File: src/rtl/adc_seq_defs.svh
`ifndef ADC_SEQ_DEFS_SVH
`define ADC_SEQ_DEFS_SVH
// Register byte offsets
`define OFS_SC_ONE      8'h00
`define OFS_SC_TWO      8'h04
`define OFS_RES_HIGH    8'h08
`define OFS_RES_LOW     8'h0C
`define OFS_CONFIG      8'h10
`define OFS_CMP_HIGH    8'h14
`define OFS_CMP_LOW     8'h18
// Field positions and field values
`define SC1_CONT_BIT    5
`define SC1_IEN_BIT     6
`define SC1_DONE_BIT    7
`define SC2_HWT_BIT     0
`define SC2_CMPE_BIT    1
`define SC2_CMPGT_BIT   2
`define SC2_ACT_BIT     7
`define CFG_MODE_10     2'h2
`define CHAN_OFF        5'h1F
`define SRC_ASYNC       2'h3
// Reset values
`define SC1_RESET       8'h1F
`define CFG_RESET       8'h00
// Timing in conversion clock cycles; FINISH_BUS in bus cycles
`define SETUP_CYC       9'h003
`define SAMPLE_SHORT    9'h004
`define SAMPLE_LONG     9'h018
`define CONV_8BIT       9'h00D
`define CONV_10BIT      9'h010
`define FINISH_BUS      9'h005
// Asynchronous clock start-up, ns and 100 MHz bus cycles
`define STARTUP_NS      5000
`define CLK_NS          10
`define STARTUP_CYC     9'((`STARTUP_NS + `CLK_NS - 1) / `CLK_NS)
`endif

File: src/rtl/adc_seq_pkg.sv
`default_nettype none
package adc_seq_pkg;
  typedef enum logic [2:0] {
    ST_IDLE    = 3'b000,
    ST_STARTUP = 3'b001,
    ST_SETUP   = 3'b010,
    ST_SAMPLE  = 3'b011,
    ST_CONV    = 3'b100,
    ST_FINISH  = 3'b101,
    ST_XFER    = 3'b110
  } seq_state_type;
endpackage : adc_seq_pkg
`default_nettype wire

File: src/rtl/adc_conversion_sequencer.sv
// Design decisions made here: the register offsets and the AXI4-Lite interface to the registers.
`include "adc_seq_defs.svh"
`default_nettype none
// Summary of operation
// - Hardware trigger rising edge starts a conversion
// - Trigger edges ignored while converting
// - Continuous hardware mode: only first edge counts
// - Resolution field picks 10-bit or 8-bit
// - Software mode: control-one write starts conversion
// - Continuous mode restarts after each transfer
// - Transfer sets done flag and interrupt
// - High byte read in 10-bit mode locks out new results
// - Single compare-false conversion ends despite lock
// - Other blocked transfers start another conversion
// - Control-one write aborts, then maybe restarts
// - Other control writes abort conversion
// - Reset or stop without async clock aborts
// - Non-reset aborts keep result registers
// - Reset clears result registers
// - Idle until started; async clock only active
// - Sample, then approximate, then transfer
// - Short sample first conversion cycle budget
// - Long sample first conversion cycle budget
// - Async source adds start-up delay
// - Later continuous conversions drop fixed overhead
// - Disabled in reset or channel all ones
// - Conversion clock divided by 1, 2, 4, 8
module adc_conversion_sequencer (
  // Clock and reset
  input  wire logic        sys_clk,
  input  wire logic        rst_n,
  // AXI4-Lite slave
  input  wire logic [7:0]  s_axi_awaddr,
  input  wire logic        s_axi_awvalid,
  output var  logic        s_axi_awready,
  input  wire logic [31:0] s_axi_wdata,
  input  wire logic [3:0]  s_axi_wstrb,
  input  wire logic        s_axi_wvalid,
  output var  logic        s_axi_wready,
  output var  logic [1:0]  s_axi_bresp,
  output var  logic        s_axi_bvalid,
  input  wire logic        s_axi_bready,
  input  wire logic [7:0]  s_axi_araddr,
  input  wire logic        s_axi_arvalid,
  output var  logic        s_axi_arready,
  output var  logic [31:0] s_axi_rdata,
  output var  logic [1:0]  s_axi_rresp,
  output var  logic        s_axi_rvalid,
  input  wire logic        s_axi_rready,
  // Trigger, clock sources and mode inputs
  input  wire logic        hw_trigger_in,
  input  wire logic        alt_clk_tick,
  input  wire logic        async_clk_tick,
  input  wire logic        stop_mode,
  // Analog converter side
  input  wire logic [9:0]  sar_result,
  output var  logic        sample_active,
  output var  logic        convert_active,
  output var  logic        async_clk_enable,
  output var  logic [4:0]  channel_select,
  output var  logic        done_irq
);
  import adc_seq_pkg::*;

  // ----------------------------------------------------------------
  // Reset synchroniser and registers
  // ----------------------------------------------------------------
  logic        rst_m_r, rst_s_n;
  logic [7:0]  sc1_r, sc2_r, cfg_r, cvh_r, cvl_r;
  logic        done_r, lock_r, first_r;
  logic [9:0]  result_r;
  logic [2:0]  trig_r;
  logic        half_r;
  logic [2:0]  div_r;
  logic [8:0]  cnt_r, cnt_nxt;
  seq_state_type state_r, state_nxt;
  logic        aw_got_r, w_got_r;
  logic [7:0]  aw_addr_r;
  logic [31:0] w_data_r;
  logic        w_lane0_r;

  // Release reset through two flip-flops
  always_ff @(posedge sys_clk or negedge rst_n) begin
    if (!rst_n) begin
      rst_m_r <= 1'b0;
      rst_s_n <= 1'b0;
    end else begin
      rst_m_r <= 1'b1;
      rst_s_n <= rst_m_r;
    end
  end

  // ----------------------------------------------------------------
  // Bus decode
  // ----------------------------------------------------------------
  wire wr_go    = aw_got_r && w_got_r && !s_axi_bvalid;
  wire wr_en    = wr_go && w_lane0_r;
  wire [7:0] wd = w_data_r[7:0];
  wire wr_sc1   = wr_en && aw_addr_r == `OFS_SC_ONE;
  wire wr_other = wr_en && (aw_addr_r == `OFS_SC_TWO ||
                  aw_addr_r == `OFS_CONFIG || aw_addr_r == `OFS_CMP_HIGH ||
                  aw_addr_r == `OFS_CMP_LOW);
  wire wr_known = wr_sc1 || wr_other || aw_addr_r == `OFS_RES_HIGH ||
                  aw_addr_r == `OFS_RES_LOW;
  wire rd_go    = s_axi_arvalid && s_axi_arready;
  wire rd_high  = rd_go && s_axi_araddr == `OFS_RES_HIGH;
  wire rd_low   = rd_go && s_axi_araddr == `OFS_RES_LOW;

  // ----------------------------------------------------------------
  // Control decode
  // ----------------------------------------------------------------
  wire mode_10   = cfg_r[3:2] == `CFG_MODE_10;
  wire [1:0] src = cfg_r[1:0];
  wire long_smp  = cfg_r[4];
  wire [1:0] div = cfg_r[6:5];
  wire hw_mode   = sc2_r[`SC2_HWT_BIT];
  wire cont      = sc1_r[`SC1_CONT_BIT];
  wire chan_off  = sc1_r[4:0] == `CHAN_OFF;
  wire idle      = state_r == ST_IDLE;
  wire stop_abt  = stop_mode && src != `SRC_ASYNC;
  wire trig_rise = trig_r[1] && !trig_r[2];
  wire hw_start  = hw_mode && trig_rise && idle;
  wire sw_start  = wr_sc1 && !hw_mode && wd[4:0] != `CHAN_OFF;
  wire abort     = wr_sc1 || wr_other || stop_abt || chan_off;
  // Conversion clock source and divider
  wire src_tick  = src == 2'h0 ? 1'b1 : src == 2'h1 ? half_r :
                   src == 2'h2 ? alt_clk_tick : async_clk_tick;
  wire [2:0] dmask = 3'((4'h1 << div) - 4'h1);
  wire conversion_clock      = src_tick && (div_r & dmask) == dmask;
  // Compare and transfer decisions
  wire [9:0] cmp_val = mode_10 ? {cvh_r[1:0], cvl_r} : {2'h0, cvl_r};
  wire [9:0] res_in  = mode_10 ? sar_result : {2'h0, sar_result[7:0]};
  wire cmp_true  = sc2_r[`SC2_CMPGT_BIT] ? res_in >= cmp_val :
                                           res_in < cmp_val;
  wire cmp_fail  = sc2_r[`SC2_CMPE_BIT] && !cmp_true;
  wire in_xfer   = state_r == ST_XFER;
  wire blocked   = in_xfer && lock_r && mode_10;
  wire xfer_ok   = in_xfer && !blocked && !cmp_fail && !abort;
  wire end_op    = in_xfer && !cont && cmp_fail;
  wire [8:0] smp_len  = long_smp ? `SAMPLE_LONG : `SAMPLE_SHORT;
  wire [8:0] conv_len = mode_10 ? `CONV_10BIT : `CONV_8BIT;

  // ----------------------------------------------------------------
  // Sequencer
  // ----------------------------------------------------------------
  // Next state: startup, setup, sample, approximate, finish, transfer
  always_comb begin
    state_nxt = state_r;
    cnt_nxt   = cnt_r;
    unique case (state_r)
      ST_IDLE: begin
        cnt_nxt = 9'h000;
      end
      ST_STARTUP: begin
        cnt_nxt = cnt_r + 9'h001;
        if (cnt_r == `STARTUP_CYC - 9'h001) begin
          state_nxt = ST_SETUP;
          cnt_nxt   = 9'h000;
        end
      end
      ST_SETUP: begin
        if (conversion_clock) begin
          cnt_nxt = cnt_r + 9'h001;
          if (cnt_r == `SETUP_CYC - 9'h001) begin
            state_nxt = ST_SAMPLE;
            cnt_nxt   = 9'h000;
          end
        end
      end
      ST_SAMPLE: begin
        if (conversion_clock) begin
          cnt_nxt = cnt_r + 9'h001;
          if (cnt_r == smp_len - 9'h001) begin
            state_nxt = ST_CONV;
            cnt_nxt   = 9'h000;
          end
        end
      end
      ST_CONV: begin
        if (conversion_clock) begin
          cnt_nxt = cnt_r + 9'h001;
          if (cnt_r == conv_len - 9'h001) begin
            state_nxt = first_r ? ST_FINISH : ST_XFER;
            cnt_nxt   = 9'h000;
          end
        end
      end
      ST_FINISH: begin
        cnt_nxt = cnt_r + 9'h001;
        if (cnt_r == `FINISH_BUS - 9'h002) begin
          state_nxt = ST_XFER;
        end
      end
      ST_XFER: begin
        cnt_nxt = 9'h000;
        if (end_op || (!cont && !blocked)) begin
          state_nxt = ST_IDLE;
        end else begin
          state_nxt = ST_SAMPLE;
        end
      end
      default: begin
        state_nxt = ST_IDLE;
        cnt_nxt   = 9'h000;
      end
    endcase
    if (abort) begin
      state_nxt = ST_IDLE;
      cnt_nxt   = 9'h000;
    end
    if ((sw_start || hw_start) && !stop_abt) begin
      state_nxt = src == `SRC_ASYNC ? ST_STARTUP : ST_SETUP;
      cnt_nxt   = 9'h000;
    end
    if (chan_off && !sw_start) begin
      state_nxt = ST_IDLE;
    end
  end

  // State, counter and clock divider
  always_ff @(posedge sys_clk or negedge rst_s_n) begin
    if (!rst_s_n) begin
      state_r <= ST_IDLE;
      cnt_r   <= 9'h000;
      first_r <= 1'b0;
      half_r  <= 1'b0;
      div_r   <= 3'h0;
      trig_r  <= 3'h0;
    end else begin
      state_r <= state_nxt;
      cnt_r   <= cnt_nxt;
      first_r <= state_nxt == ST_STARTUP || state_nxt == ST_SETUP ||
                 (first_r && !in_xfer && state_nxt != ST_IDLE);
      half_r  <= !half_r;
      div_r   <= idle ? 3'h0 : (src_tick ? div_r + 3'h1 : div_r);
      trig_r  <= {trig_r[1:0], hw_trigger_in};
    end
  end

  // ----------------------------------------------------------------
  // Result, flag and read lock
  // ----------------------------------------------------------------
  always_ff @(posedge sys_clk or negedge rst_s_n) begin
    if (!rst_s_n) begin
      result_r <= 10'h000;
      done_r   <= 1'b0;
      lock_r   <= 1'b0;
    end else begin
      if (xfer_ok) begin
        result_r <= res_in;
      end
      done_r <= xfer_ok || (done_r && !wr_sc1 && !rd_low);
      lock_r <= (rd_high && mode_10) || (lock_r && !rd_low);
    end
  end

  // ----------------------------------------------------------------
  // Control registers
  // ----------------------------------------------------------------
  always_ff @(posedge sys_clk or negedge rst_s_n) begin
    if (!rst_s_n) begin
      sc1_r <= `SC1_RESET;
      sc2_r <= 8'h00;
      cfg_r <= `CFG_RESET;
      cvh_r <= 8'h00;
      cvl_r <= 8'h00;
    end else if (wr_en) begin
      if (wr_sc1) sc1_r <= {1'b0, wd[6:0]};
      if (aw_addr_r == `OFS_SC_TWO) sc2_r <= {5'h00, wd[2:0]};
      if (aw_addr_r == `OFS_CONFIG) cfg_r <= wd;
      if (aw_addr_r == `OFS_CMP_HIGH) cvh_r <= {6'h00, wd[1:0]};
      if (aw_addr_r == `OFS_CMP_LOW) cvl_r <= wd;
    end
  end

  // ----------------------------------------------------------------
  // AXI4-Lite slave
  // ----------------------------------------------------------------
  wire [7:0] rd_mux =
    s_axi_araddr == `OFS_SC_ONE   ? {done_r, sc1_r[6:0]} :
    s_axi_araddr == `OFS_SC_TWO   ? {!idle, 4'h0, sc2_r[2:0]} :
    s_axi_araddr == `OFS_RES_HIGH ? {6'h00, result_r[9:8]} :
    s_axi_araddr == `OFS_RES_LOW  ? result_r[7:0] :
    s_axi_araddr == `OFS_CONFIG   ? cfg_r :
    s_axi_araddr == `OFS_CMP_HIGH ? cvh_r :
    s_axi_araddr == `OFS_CMP_LOW  ? cvl_r : 8'h00;
  wire rd_known = s_axi_araddr <= `OFS_CMP_LOW &&
                  s_axi_araddr[1:0] == 2'h0;

  // Write address and data capture, then response
  always_ff @(posedge sys_clk or negedge rst_s_n) begin
    if (!rst_s_n) begin
      aw_got_r     <= 1'b0;
      w_got_r      <= 1'b0;
      aw_addr_r    <= 8'h00;
      w_data_r     <= 32'h0000_0000;
      w_lane0_r    <= 1'b0;
      s_axi_bvalid <= 1'b0;
      s_axi_bresp  <= 2'h0;
    end else begin
      if (s_axi_awvalid && s_axi_awready) begin
        aw_got_r  <= 1'b1;
        aw_addr_r <= s_axi_awaddr;
      end
      if (s_axi_wvalid && s_axi_wready) begin
        w_got_r   <= 1'b1;
        w_data_r  <= s_axi_wdata;
        w_lane0_r <= s_axi_wstrb[0];
      end
      if (wr_go) begin
        aw_got_r     <= 1'b0;
        w_got_r      <= 1'b0;
        s_axi_bvalid <= 1'b1;
        s_axi_bresp  <= wr_known ? 2'h0 : 2'h2;
      end else if (s_axi_bready) begin
        s_axi_bvalid <= 1'b0;
      end
    end
  end

  // Read response and registered outputs
  always_ff @(posedge sys_clk or negedge rst_s_n) begin
    if (!rst_s_n) begin
      s_axi_rvalid     <= 1'b0;
      s_axi_rdata      <= 32'h0000_0000;
      s_axi_rresp      <= 2'h0;
      sample_active    <= 1'b0;
      convert_active   <= 1'b0;
      async_clk_enable <= 1'b0;
      done_irq         <= 1'b0;
    end else begin
      if (rd_go) begin
        s_axi_rvalid <= 1'b1;
        s_axi_rdata  <= {24'h00_0000, rd_mux};
        s_axi_rresp  <= rd_known ? 2'h0 : 2'h2;
      end else if (s_axi_rready) begin
        s_axi_rvalid <= 1'b0;
      end
      sample_active    <= state_nxt == ST_SAMPLE;
      convert_active   <= state_nxt == ST_CONV;
      async_clk_enable <= state_nxt != ST_IDLE &&
                          src == `SRC_ASYNC;
      done_irq <= (xfer_ok || (done_r && !wr_sc1 && !rd_low)) &&
                  sc1_r[`SC1_IEN_BIT];
    end
  end

  assign s_axi_awready  = !aw_got_r && !s_axi_bvalid;
  assign s_axi_wready   = !w_got_r && !s_axi_bvalid;
  assign s_axi_arready  = !s_axi_rvalid;
  assign channel_select = sc1_r[4:0];

  // ----------------------------------------------------------------
  // Assertions
  // ----------------------------------------------------------------
  wire quiet = !wr_en && !stop_abt && !chan_off;

  property p_trig_start;
    @(posedge sys_clk) disable iff (!rst_s_n)
    hw_mode && trig_rise && idle && quiet |=> !idle;
  endproperty
  a_trig_start: assert property (p_trig_start)
    else $error("trigger edge did not start a conversion");

  property p_trig_ignored;
    @(posedge sys_clk) disable iff (!rst_s_n)
    state_r == ST_CONV && trig_rise && quiet |=>
      state_r != ST_SETUP && state_r != ST_STARTUP;
  endproperty
  a_trig_ignored: assert property (p_trig_ignored)
    else $error("trigger edge restarted a running conversion");

  property p_done_set;
    @(posedge sys_clk) disable iff (!rst_s_n)
    xfer_ok |=> done_r && result_r == $past(res_in);
  endproperty
  a_done_set: assert property (p_done_set)
    else $error("transfer did not set flag and result");

  property p_block;
    @(posedge sys_clk) disable iff (!rst_s_n)
    blocked |=> $stable(result_r) &&
      done_r == $past(done_r && !rd_low && !wr_sc1);
  endproperty
  a_block: assert property (p_block)
    else $error("blocked transfer changed result or flag");

  property p_block_retry;
    @(posedge sys_clk) disable iff (!rst_s_n)
    blocked && !end_op && !abort && quiet |=> state_r == ST_SAMPLE;
  endproperty
  a_block_retry: assert property (p_block_retry)
    else $error("blocked transfer did not restart");

  property p_other_abort;
    @(posedge sys_clk) disable iff (!rst_s_n)
    wr_other && !idle |=> idle;
  endproperty
  a_other_abort: assert property (p_other_abort)
    else $error("control write did not abort");

  property p_abort_keep;
    @(posedge sys_clk) disable iff (!rst_s_n)
    abort |=> $stable(result_r);
  endproperty
  a_abort_keep: assert property (p_abort_keep)
    else $error("abort altered the result");

  property p_chan_off;
    @(posedge sys_clk) disable iff (!rst_s_n)
    chan_off && !sw_start |=> idle;
  endproperty
  a_chan_off: assert property (p_chan_off)
    else $error("converter ran with channel all ones");

  property p_async_en;
    @(posedge sys_clk) disable iff (!rst_s_n)
    async_clk_enable |-> !idle && src == `SRC_ASYNC;
  endproperty
  a_async_en: assert property (p_async_en)
    else $error("async clock enabled while idle");
endmodule : adc_conversion_sequencer
`default_nettype wire

File: config.mk
export PLATFORM = sky130hd
export DESIGN_NAME = adc_conversion_sequencer
export DESIGN_NICKNAME = d
export VERILOG_FILES = /design/src/rtl/adc_seq_pkg.sv /design/src/rtl/adc_conversion_sequencer.sv
export VERILOG_INCLUDE_DIRS = /design/src /design/src/rtl
export SDC_FILE = /design/constraint.sdc
export NUM_CORES = 1
export LEC_CHECK = 0
export ABC_CLOCK_PERIOD_IN_PS = 4350
export BUFFER_PORTS_ARGS = -buffer_cell sky130_fd_sc_hd__buf_4
export CAP_MARGIN = 5
export CORE_MARGIN = 2
export CORE_UTILIZATION = 44
export DETAILED_ROUTE_END_ITERATION = 10
export PLACE_DENSITY = 0.8
export REMOVE_ABC_BUFFERS = 1
export SYNTH_ARGS = -nofsm -noshare
export SYNTH_HDL_FRONTEND = slang
export SYNTH_SLANG_ARGS = --single-unit
File: constraint.sdc
create_clock -name sys_clk -period 4.35 [get_ports sys_clk]
set_input_delay 0.87 -clock sys_clk [delete_from_list [all_inputs] [get_ports sys_clk]]
set_output_delay 0.87 -clock sys_clk [all_outputs]
set_load 0.01 [all_outputs]
==> flow_summary.ini, run 1 <==
[status]
status = complete, no violations

[global_route]
first_global_vias = 3956
met3_usage_pct = 5.02
track_usage_pct = 19.6
gr-total-overflow = 0
grt_use_met1_pct = 26.2
grt_pass1_wl_microns = 19700
use_met2_pct = 31.3
antenna_found_initial = 0
busiest_layer = met2
grt_max_degree = 52

[clocking]
cts_setup_buffers = 0
cts_tree = done
clkLatencyLatePin_ps = 360
root_buffer = clkbuf_16
cts-resized-gates = 0
holdBufCountCts = 0
cts_max_level = 3
cts_buffers = 9
clkSinkCount = 97
clk_pin_slew_ps = 70
clock_path_buffers = 2

[pwr]
powerDensity_mw_per_mm2 = 408
ir_drop_v = 0.000281
p_leak_nw = 2.79
p_total_mw = 2.45

[synth]
ys_seq_elements = 97
synth_warnings = 0
seq_area_frac_synth_pct = 47.1
syn_inst = 501
synth_area_sq_mm = 0.00517
async_flop_share_pct = 100
synth.avg_cell_area_sq_um = 10.3
yosysUniqueCellTypes = 59
synth_edf_count = 0
synth-main-ff-cell = dfrtp_1

[routing]
vias_per_cell = 5.66
drt_iter0_drc = 208
first_pass_iters = 5
drc = 0
wl_per_cell_microns = 16.5
wl_microns = 11800
vias = 4029
final_antenna_net_count = 0

[worst_setup_path]
required_ps = 4620
start_kind = register
crit_arrival_ps = 3440
critPathSlowestCell = nor2b_1
crit_family = compound AO/OA/AOI/OAI gates
critPathMaxFanout = 7
worstSetupPathType = register to register
path_cells = nor2b_1 -> and2_1 -> ha_1 -> nand4_1 -> a211oi_1 -> a2111oi_0 -> buf_4 -> nor3b_1 -> o21ai_0 -> o21a_1 -> a21oi_1 -> a31oi_1
endpoint_kind = register
max_stage_delay_ps = 440
worst-path-buf-inv = 1

[placed_design]
post-place-cells = 696
gp_congestion = 0.931
io_buffers = 69
hpwl_microns = 8750
dpl_cell_area_sq_mm = 0.00571
post-place-ws_ps = 1060

[die]
rows = 39
die_area_sq_mm = 0.0126
die_w_microns = 112
io-pin-count = 123
start_util_pct = 45.1
fp.dieH_microns = 112
core_sq_mm = 0.0115

[finish]
final_nets = 650
areaGrowthSynthToFinish_pct = 15.8
multiInputGateArea_sq_mm = 0.00247
fin_util_pct = 52.2
stdcell_area_sq_mm = 0.00599
final_cells = 712
regArea_sq_mm = 0.00244
num_antenna_cells = 0
fill_cells = 1008
layout-drive-gt1-share_pct = 27.9

[hold_path]
min_path_type = input pin to asynchronous set/reset pin

[sta]
max_slew_margin_pct = 27.4
worstMarginPinSlew_ps = 1090
fin_crit_ps = 3160
fin_crit_sh_pct = 72.8
holdWs_ps = 283
skew_ps = 12.9
setup_viol = 0
layout_setup_ws_ps = 1190
maxClockFrequency_ghz = 0.316
final_max_slew_viol_count = 0
finalSetupTns_ps = 0
finalHoldViolCount = 0
rsz0062_at_grt = false

[run]
maxCapViolations = 0
## worst paths after layout
path | startpoint | endpoint | slack [ps] | cells past startpoint
worst max-delay path | cfg_r[2] | first_r | 1190 | 12
worst min-delay path | rst_n | rst_s_n | 280 | 1
worst max register to register | cfg_r[2] | first_r | 1190 | 12
worst min register to register | rst_m_r | rst_s_n | 350 | 0
max in group asynchronous | rst_s_n | first_r | 2970 | 1
min in group sys_clk | rst_m_r | rst_s_n | 350 | 0
## metal layers
| metal | wire (microns) | up-vias |
|---|---|---|
| met3 | 903 | 21 |
| met1 | 5000 | 1954 |
| met2 | 5650 | 175 |
| li1 | - | 1879 |
| met5 | 0 | - |
| met4 | 223 | 0 |
## area by class of cell
type | count | area share (%)
clock buffer | 9 | 3.76
clock inverter | 7 | 1.00
inverter | 18 | 1.13
multi-input combinational | 365 | 41.3
sequential | 97 | 40.7
tap | 143 | 2.99
timing repair buffer | 73 | 9.15
## cell usage after synthesis, types with 4 or more instances
| cell | n | area share, % |
|---|---|---|
| o21ai_0 | 30 | 2.9 |
| nand2_1 | 57 | 4.1 |
| a221oi_1 | 4 | 0.68 |
| o31ai_1 | 4 | 0.58 |
| inv_1 | 18 | 1.3 |
| nand4_1 | 6 | 0.73 |
| mux2_2 | 53 | 12 |
| nand3_1 | 9 | 0.87 |
| ha_1 | 13 | 3.1 |
| dfstp_2 | 5 | 2.5 |
| nor2b_1 | 14 | 1.7 |
| dfrtp_1 | 92 | 45 |
| nor4_1 | 6 | 0.73 |
| mux2i_1 | 10 | 1.9 |
| nor2_1 | 24 | 1.7 |
| nor3_1 | 8 | 0.77 |
| buf_4 | 31 | 4.5 |
| a31oi_1 | 12 | 1.5 |
| a21oi_1 | 10 | 0.97 |
| a211oi_1 | 4 | 0.58 |
| and2_1 | 9 | 1.1 |
| o21a_1 | 4 | 0.58 |
| and3_1 | 5 | 0.60 |
| clkbuf_1 | 13 | 0.94 |
| nand2b_1 | 4 | 0.48 |
| or3_1 | 4 | 0.48 |
| nor3b_1 | 5 | 0.73 |
## registers in the layout, indices dropped and copies added, names as in the netlist, 7 cells and up
name,cells
cfg_r,8
sc1_r,7
aw_addr_r,8
cnt_r,9
result_r,10
s_axi_rdata,8
w_data_r,8
cvl_r,8
## placed cells by master (no fill, tap or decap), drive strengths merged, types with 5 or more instances in the layout
| cell type | n |
|---|---|
| a21oi | 11 |
| a31oi | 12 |
| and2 | 9 |
| and3 | 5 |
| buf | 73 |
| clkbuf | 9 |
| conb | 27 |
| dfrtp | 92 |
| dfstp | 5 |
| ha | 13 |
| inv | 22 |
| mux2 | 53 |
| mux2i | 10 |
| nand2 | 57 |
| nand3 | 10 |
| nand4 | 6 |
| nor2 | 24 |
| nor2b | 14 |
| nor3 | 8 |
| nor3b | 5 |
| nor4 | 7 |
| o21ai | 31 |
## power by group
group | switching [mW] | total, mW | leakage, nW | internal, mW
Combinational | 0.216 | 0.463 | 1.42 | 0.247
Sequential | 0.167 | 1.21 | 1.23 | 1.04
Clock | 0.374 | 0.773 | 0.136 | 0.399
Total | 0.756 | 2.45 | 2.79 | 1.69
## worst register-to-register path: stages (launching register included)
cell and delay (ps):
dfrtp_1 400, nor2b_1 450, and2_1 240, ha_1 270, nand4_1 160, a211oi_1 70
a2111oi_0 430, buf_4 210, nor3b_1 70, o21ai_0 340, o21a_1 240, a21oi_1 70
a31oi_1 150
## kinds of logic (layout without fill, tap and decap cells)
family                   count (synthesis)  count (layout)  synth area share (%)
other                                    2              27                 0.145
flip-flops                              97              97                  47.1
XOR/XNOR                                 2               2                 0.339
AO/OA/AOI/OAI                           93              93                  11.9
buffers and inverters                   64             107                  7.04
adder cells (fa/ha/maj)                 13              13                  3.15
AND/OR/NAND/NOR                        167             167                  16.9
multiplexers                            63              63                  13.5
(Power assumes the default switching activity.)
==> inputs of run 2 (changes only) <==
Settings changed: ABC_AREA set to 1, ABC_CLOCK_PERIOD_IN_PS 4350 to 3100.
Clock period 4.35 ns to 3.1 ns, I/O delays scaled along.
==> flow_summary.ini, run 2 <==
[status]
status = complete, no violations

[pwr]
internal_power_mw = 2.34
seqPwrFrac_pct = 46.6
p_leak_nw = 2.99
p_sw_share_pct = 31.0
powerDensity_mw_per_mm2 = 567
p_total_mw = 3.40
p_clk_share_pct = 34.4
combPwrFrac_pct = 19.0
p_switching_mw = 1.05
ir_drop_v = 0.000543

[finish]
final_nets = 793
top_regs = result_r: 10 flops, cnt_r: 9 flops
num_antenna_cells = 0
layout-drive-gt1-share_pct = 16.4
final_cell_mix = 169 x nand2_1, 91 x dfrtp_1, 84 x inv_1
stdcell_area_sq_mm = 0.00599
largest_register_ffs = 10
regArea_sq_mm = 0.00244
fill_cells = 1116
areaGrowthSynthToFinish_pct = 16.9
top_register = result_r
multiInputGateArea_sq_mm = 0.00218
mostFrequentLayoutCell = nand2_1
fin_util_pct = 52.5

[global_route]
antenna_found_initial = 0
gr-total-overflow = 0
grt_pass1_wl_microns = 19700
grt_max_degree = 61
first_global_vias = 4177
track_usage_pct = 19.6

[die]
rows = 39
die_w_microns = 112
fp.dieH_microns = 112
core_sq_mm = 0.0114
io-pin-count = 123
die_area_sq_mm = 0.0125
start_util_pct = 44.9

[clocking]
cts_setup_buffers = 0
cts_buffers = 9
cts_tree = done
holdBufCountCts = 0
cts-resized-gates = 0
clkLatencyLatePin_ps = 350
clock_path_buffers = 2
clk_pin_slew_ps = 80
cts_max_level = 3
root_buffer = clkbuf_16
clkSinkCount = 97

[routing]
vias = 4251
drc = 0
final_antenna_net_count = 0
vias_per_cell = 4.97
first_pass_iters = 5
wl_microns = 11500
wl_per_cell_microns = 13.4
drt_iter0_drc = 228

[synth]
synth-simple-area-share_pct = 24.0
ys_seq_elements = 97
synth_warnings = 0
synth_common_cells = 169 x nand2_1, 92 x dfrtp_1, 84 x inv_1
synthMuxAreaShare_pct = 1.54
synth_top_area_share_pct = 44.9
synth.avg_cell_area_sq_um = 8.04
synth-main-ff-cell = dfrtp_1
async_flop_share_pct = 100
seq_area_frac_synth_pct = 47.5
synth_area_leaders = dfrtp_1 45%, nand2_1 12%, inv_1 6.1%, o21ai_0 5.5%, buf_4 4.5%
syn_inst = 638
synth_xor_area_share_pct = 0.171
synth_edf_count = 0
synth_compound_area_share_pct = 11.8
synth_fa_ha_area_share_pct = 3.17
yosysUniqueCellTypes = 44
synth.most_common_cell = nand2_1
synth.largest_area_cell = dfrtp_1
synth_top_family_by_area = simple AND/OR/NAND/NOR gates
synth_area_sq_mm = 0.00513

[hold_path]
min_path_type = input pin to asynchronous set/reset pin

[worst_setup_path]
critPathMaxFanout = 5
critPathSlowestCell = dfrtp_1
required_ps = 3350
worstSetupPathType = register to register
reg2reg_to = first_r
max_stage_delay_ps = 390
path_cells = inv_1 -> nor2_1 -> nand2_1 -> ha_1 -> nand2_1 -> nor2_1 -> nand3_1 -> nand4_1 -> nand2_1 -> inv_1 -> nand2_1 -> nand2_1 -> nand3_1 -> nand2_1 -> nand2_1 -> o21ai_0 -> nand3_1 -> nand2_1 -> inv_1
crit_arrival_ps = 2850
reg2reg_slack_ps = 490
cpMostUsedCell = nand2_1
cp-startpoint = cfg_r[3]
start_kind = register
endpoint_kind = register
timing.rr.start = cfg_r[3]
r2r_cells = 19

[placed_design]
dpl_cell_area_sq_mm = 0.00569
gp_congestion = 0.929
hpwl_microns = 8530
io_buffers = 69

[run]
maxCapViolations = 0

[sta]
setup_viol = 0
maxClockFrequency_ghz = 0.384
final_max_slew_viol_count = 0
fin_crit_sh_pct = 84.1
worstMarginPinSlew_ps = 778
rsz0062_at_grt = false
max_slew_margin_pct = 48.1
skew_ps = 8.94
finalHoldViolCount = 0
fin_crit_ps = 2610
finalSetupTns_ps = 0
holdWs_ps = 37.4
[run 2: changes by cell type after synthesis, moves of 18 or more]
cell     previous run  this run
inv_1              18        84
mux2_2             53         7
nand2_1            57       169
nand3_1             9        27
nor2_1             24        52
o21ai_0            30        56
[run 2: kinds of logic (layout without fill, tap and decap cells)]
logic type               Yosys count  after routing
other                              2             27
XOR/XNOR                           1              1
adder cells (fa/ha/maj)           13             13
flip-flops                        97             97
AO/OA/AOI/OAI                    106            106
AND/OR/NAND/NOR                  285            285
multiplexers                       7              7
buffers and inverters            127            176
[run 2: layout make-up]
type                            instances  area share [%]
Timing Repair Buffer                   72            9.23
Clock inverter                          7            1.40
Clock buffer                            9            3.76
Sequential cell                        97            40.7
Tap cell                              143            2.98
Multi-Input combinational cell        439            36.4
Inverter                               88            5.53
[run 2: worst max-delay path by stage]
stage	to	slack, ps	depth (start not counted)
floorplan	async_clk_enable	210	0
global placement	first_r	590	19
detailed placement	first_r	520	19
CTS	convert_active	500	18
global route	first_r	110	19
finish	first_r	490	19
[run 2: metrics by stage]
stage                     instances  setup WS [ps]
final                           855            494
after global routing            855            112
after floorplan                 624            207
after detailed placement        839            518
after CTS                       855            504
after global placement          839            585
[run 2: power by group through the flow]
stage	clock network, mW	logic, mW	registers, mW
3_3_place_gp	0	0.630	1.60
6_report	1.17	0.647	1.58
2_1_floorplan	0	0.421	1.58
3_5_place_dp	0	0.644	1.61
4_1_cts	1.18	0.652	1.58
5_1_grt	1.24	0.738	1.61
[run 2: per-layer routing]
| metal | track usage (%) | share of wire [%] | up-vias |
|---|---|---|---|
| li1 | - | - | 2139 |
| met1 | 26.7 | 45 | 1936 |
| met2 | 31.1 | 46 | 151 |
| met3 | 4.74 | 6.5 | 25 |
| met4 | 6.34 | 2.4 | 0 |
| met5 | 0 | 0 | - |
[run 2: worst max-delay path: cells and delay by family, from the launching register on]
family / cells / cell delay, ps
simple gates: 14 / 1530
flops: 1 / 390
fa+ha+maj: 1 / 320
buf+inv: 3 / 160
compound gates: 1 / 100
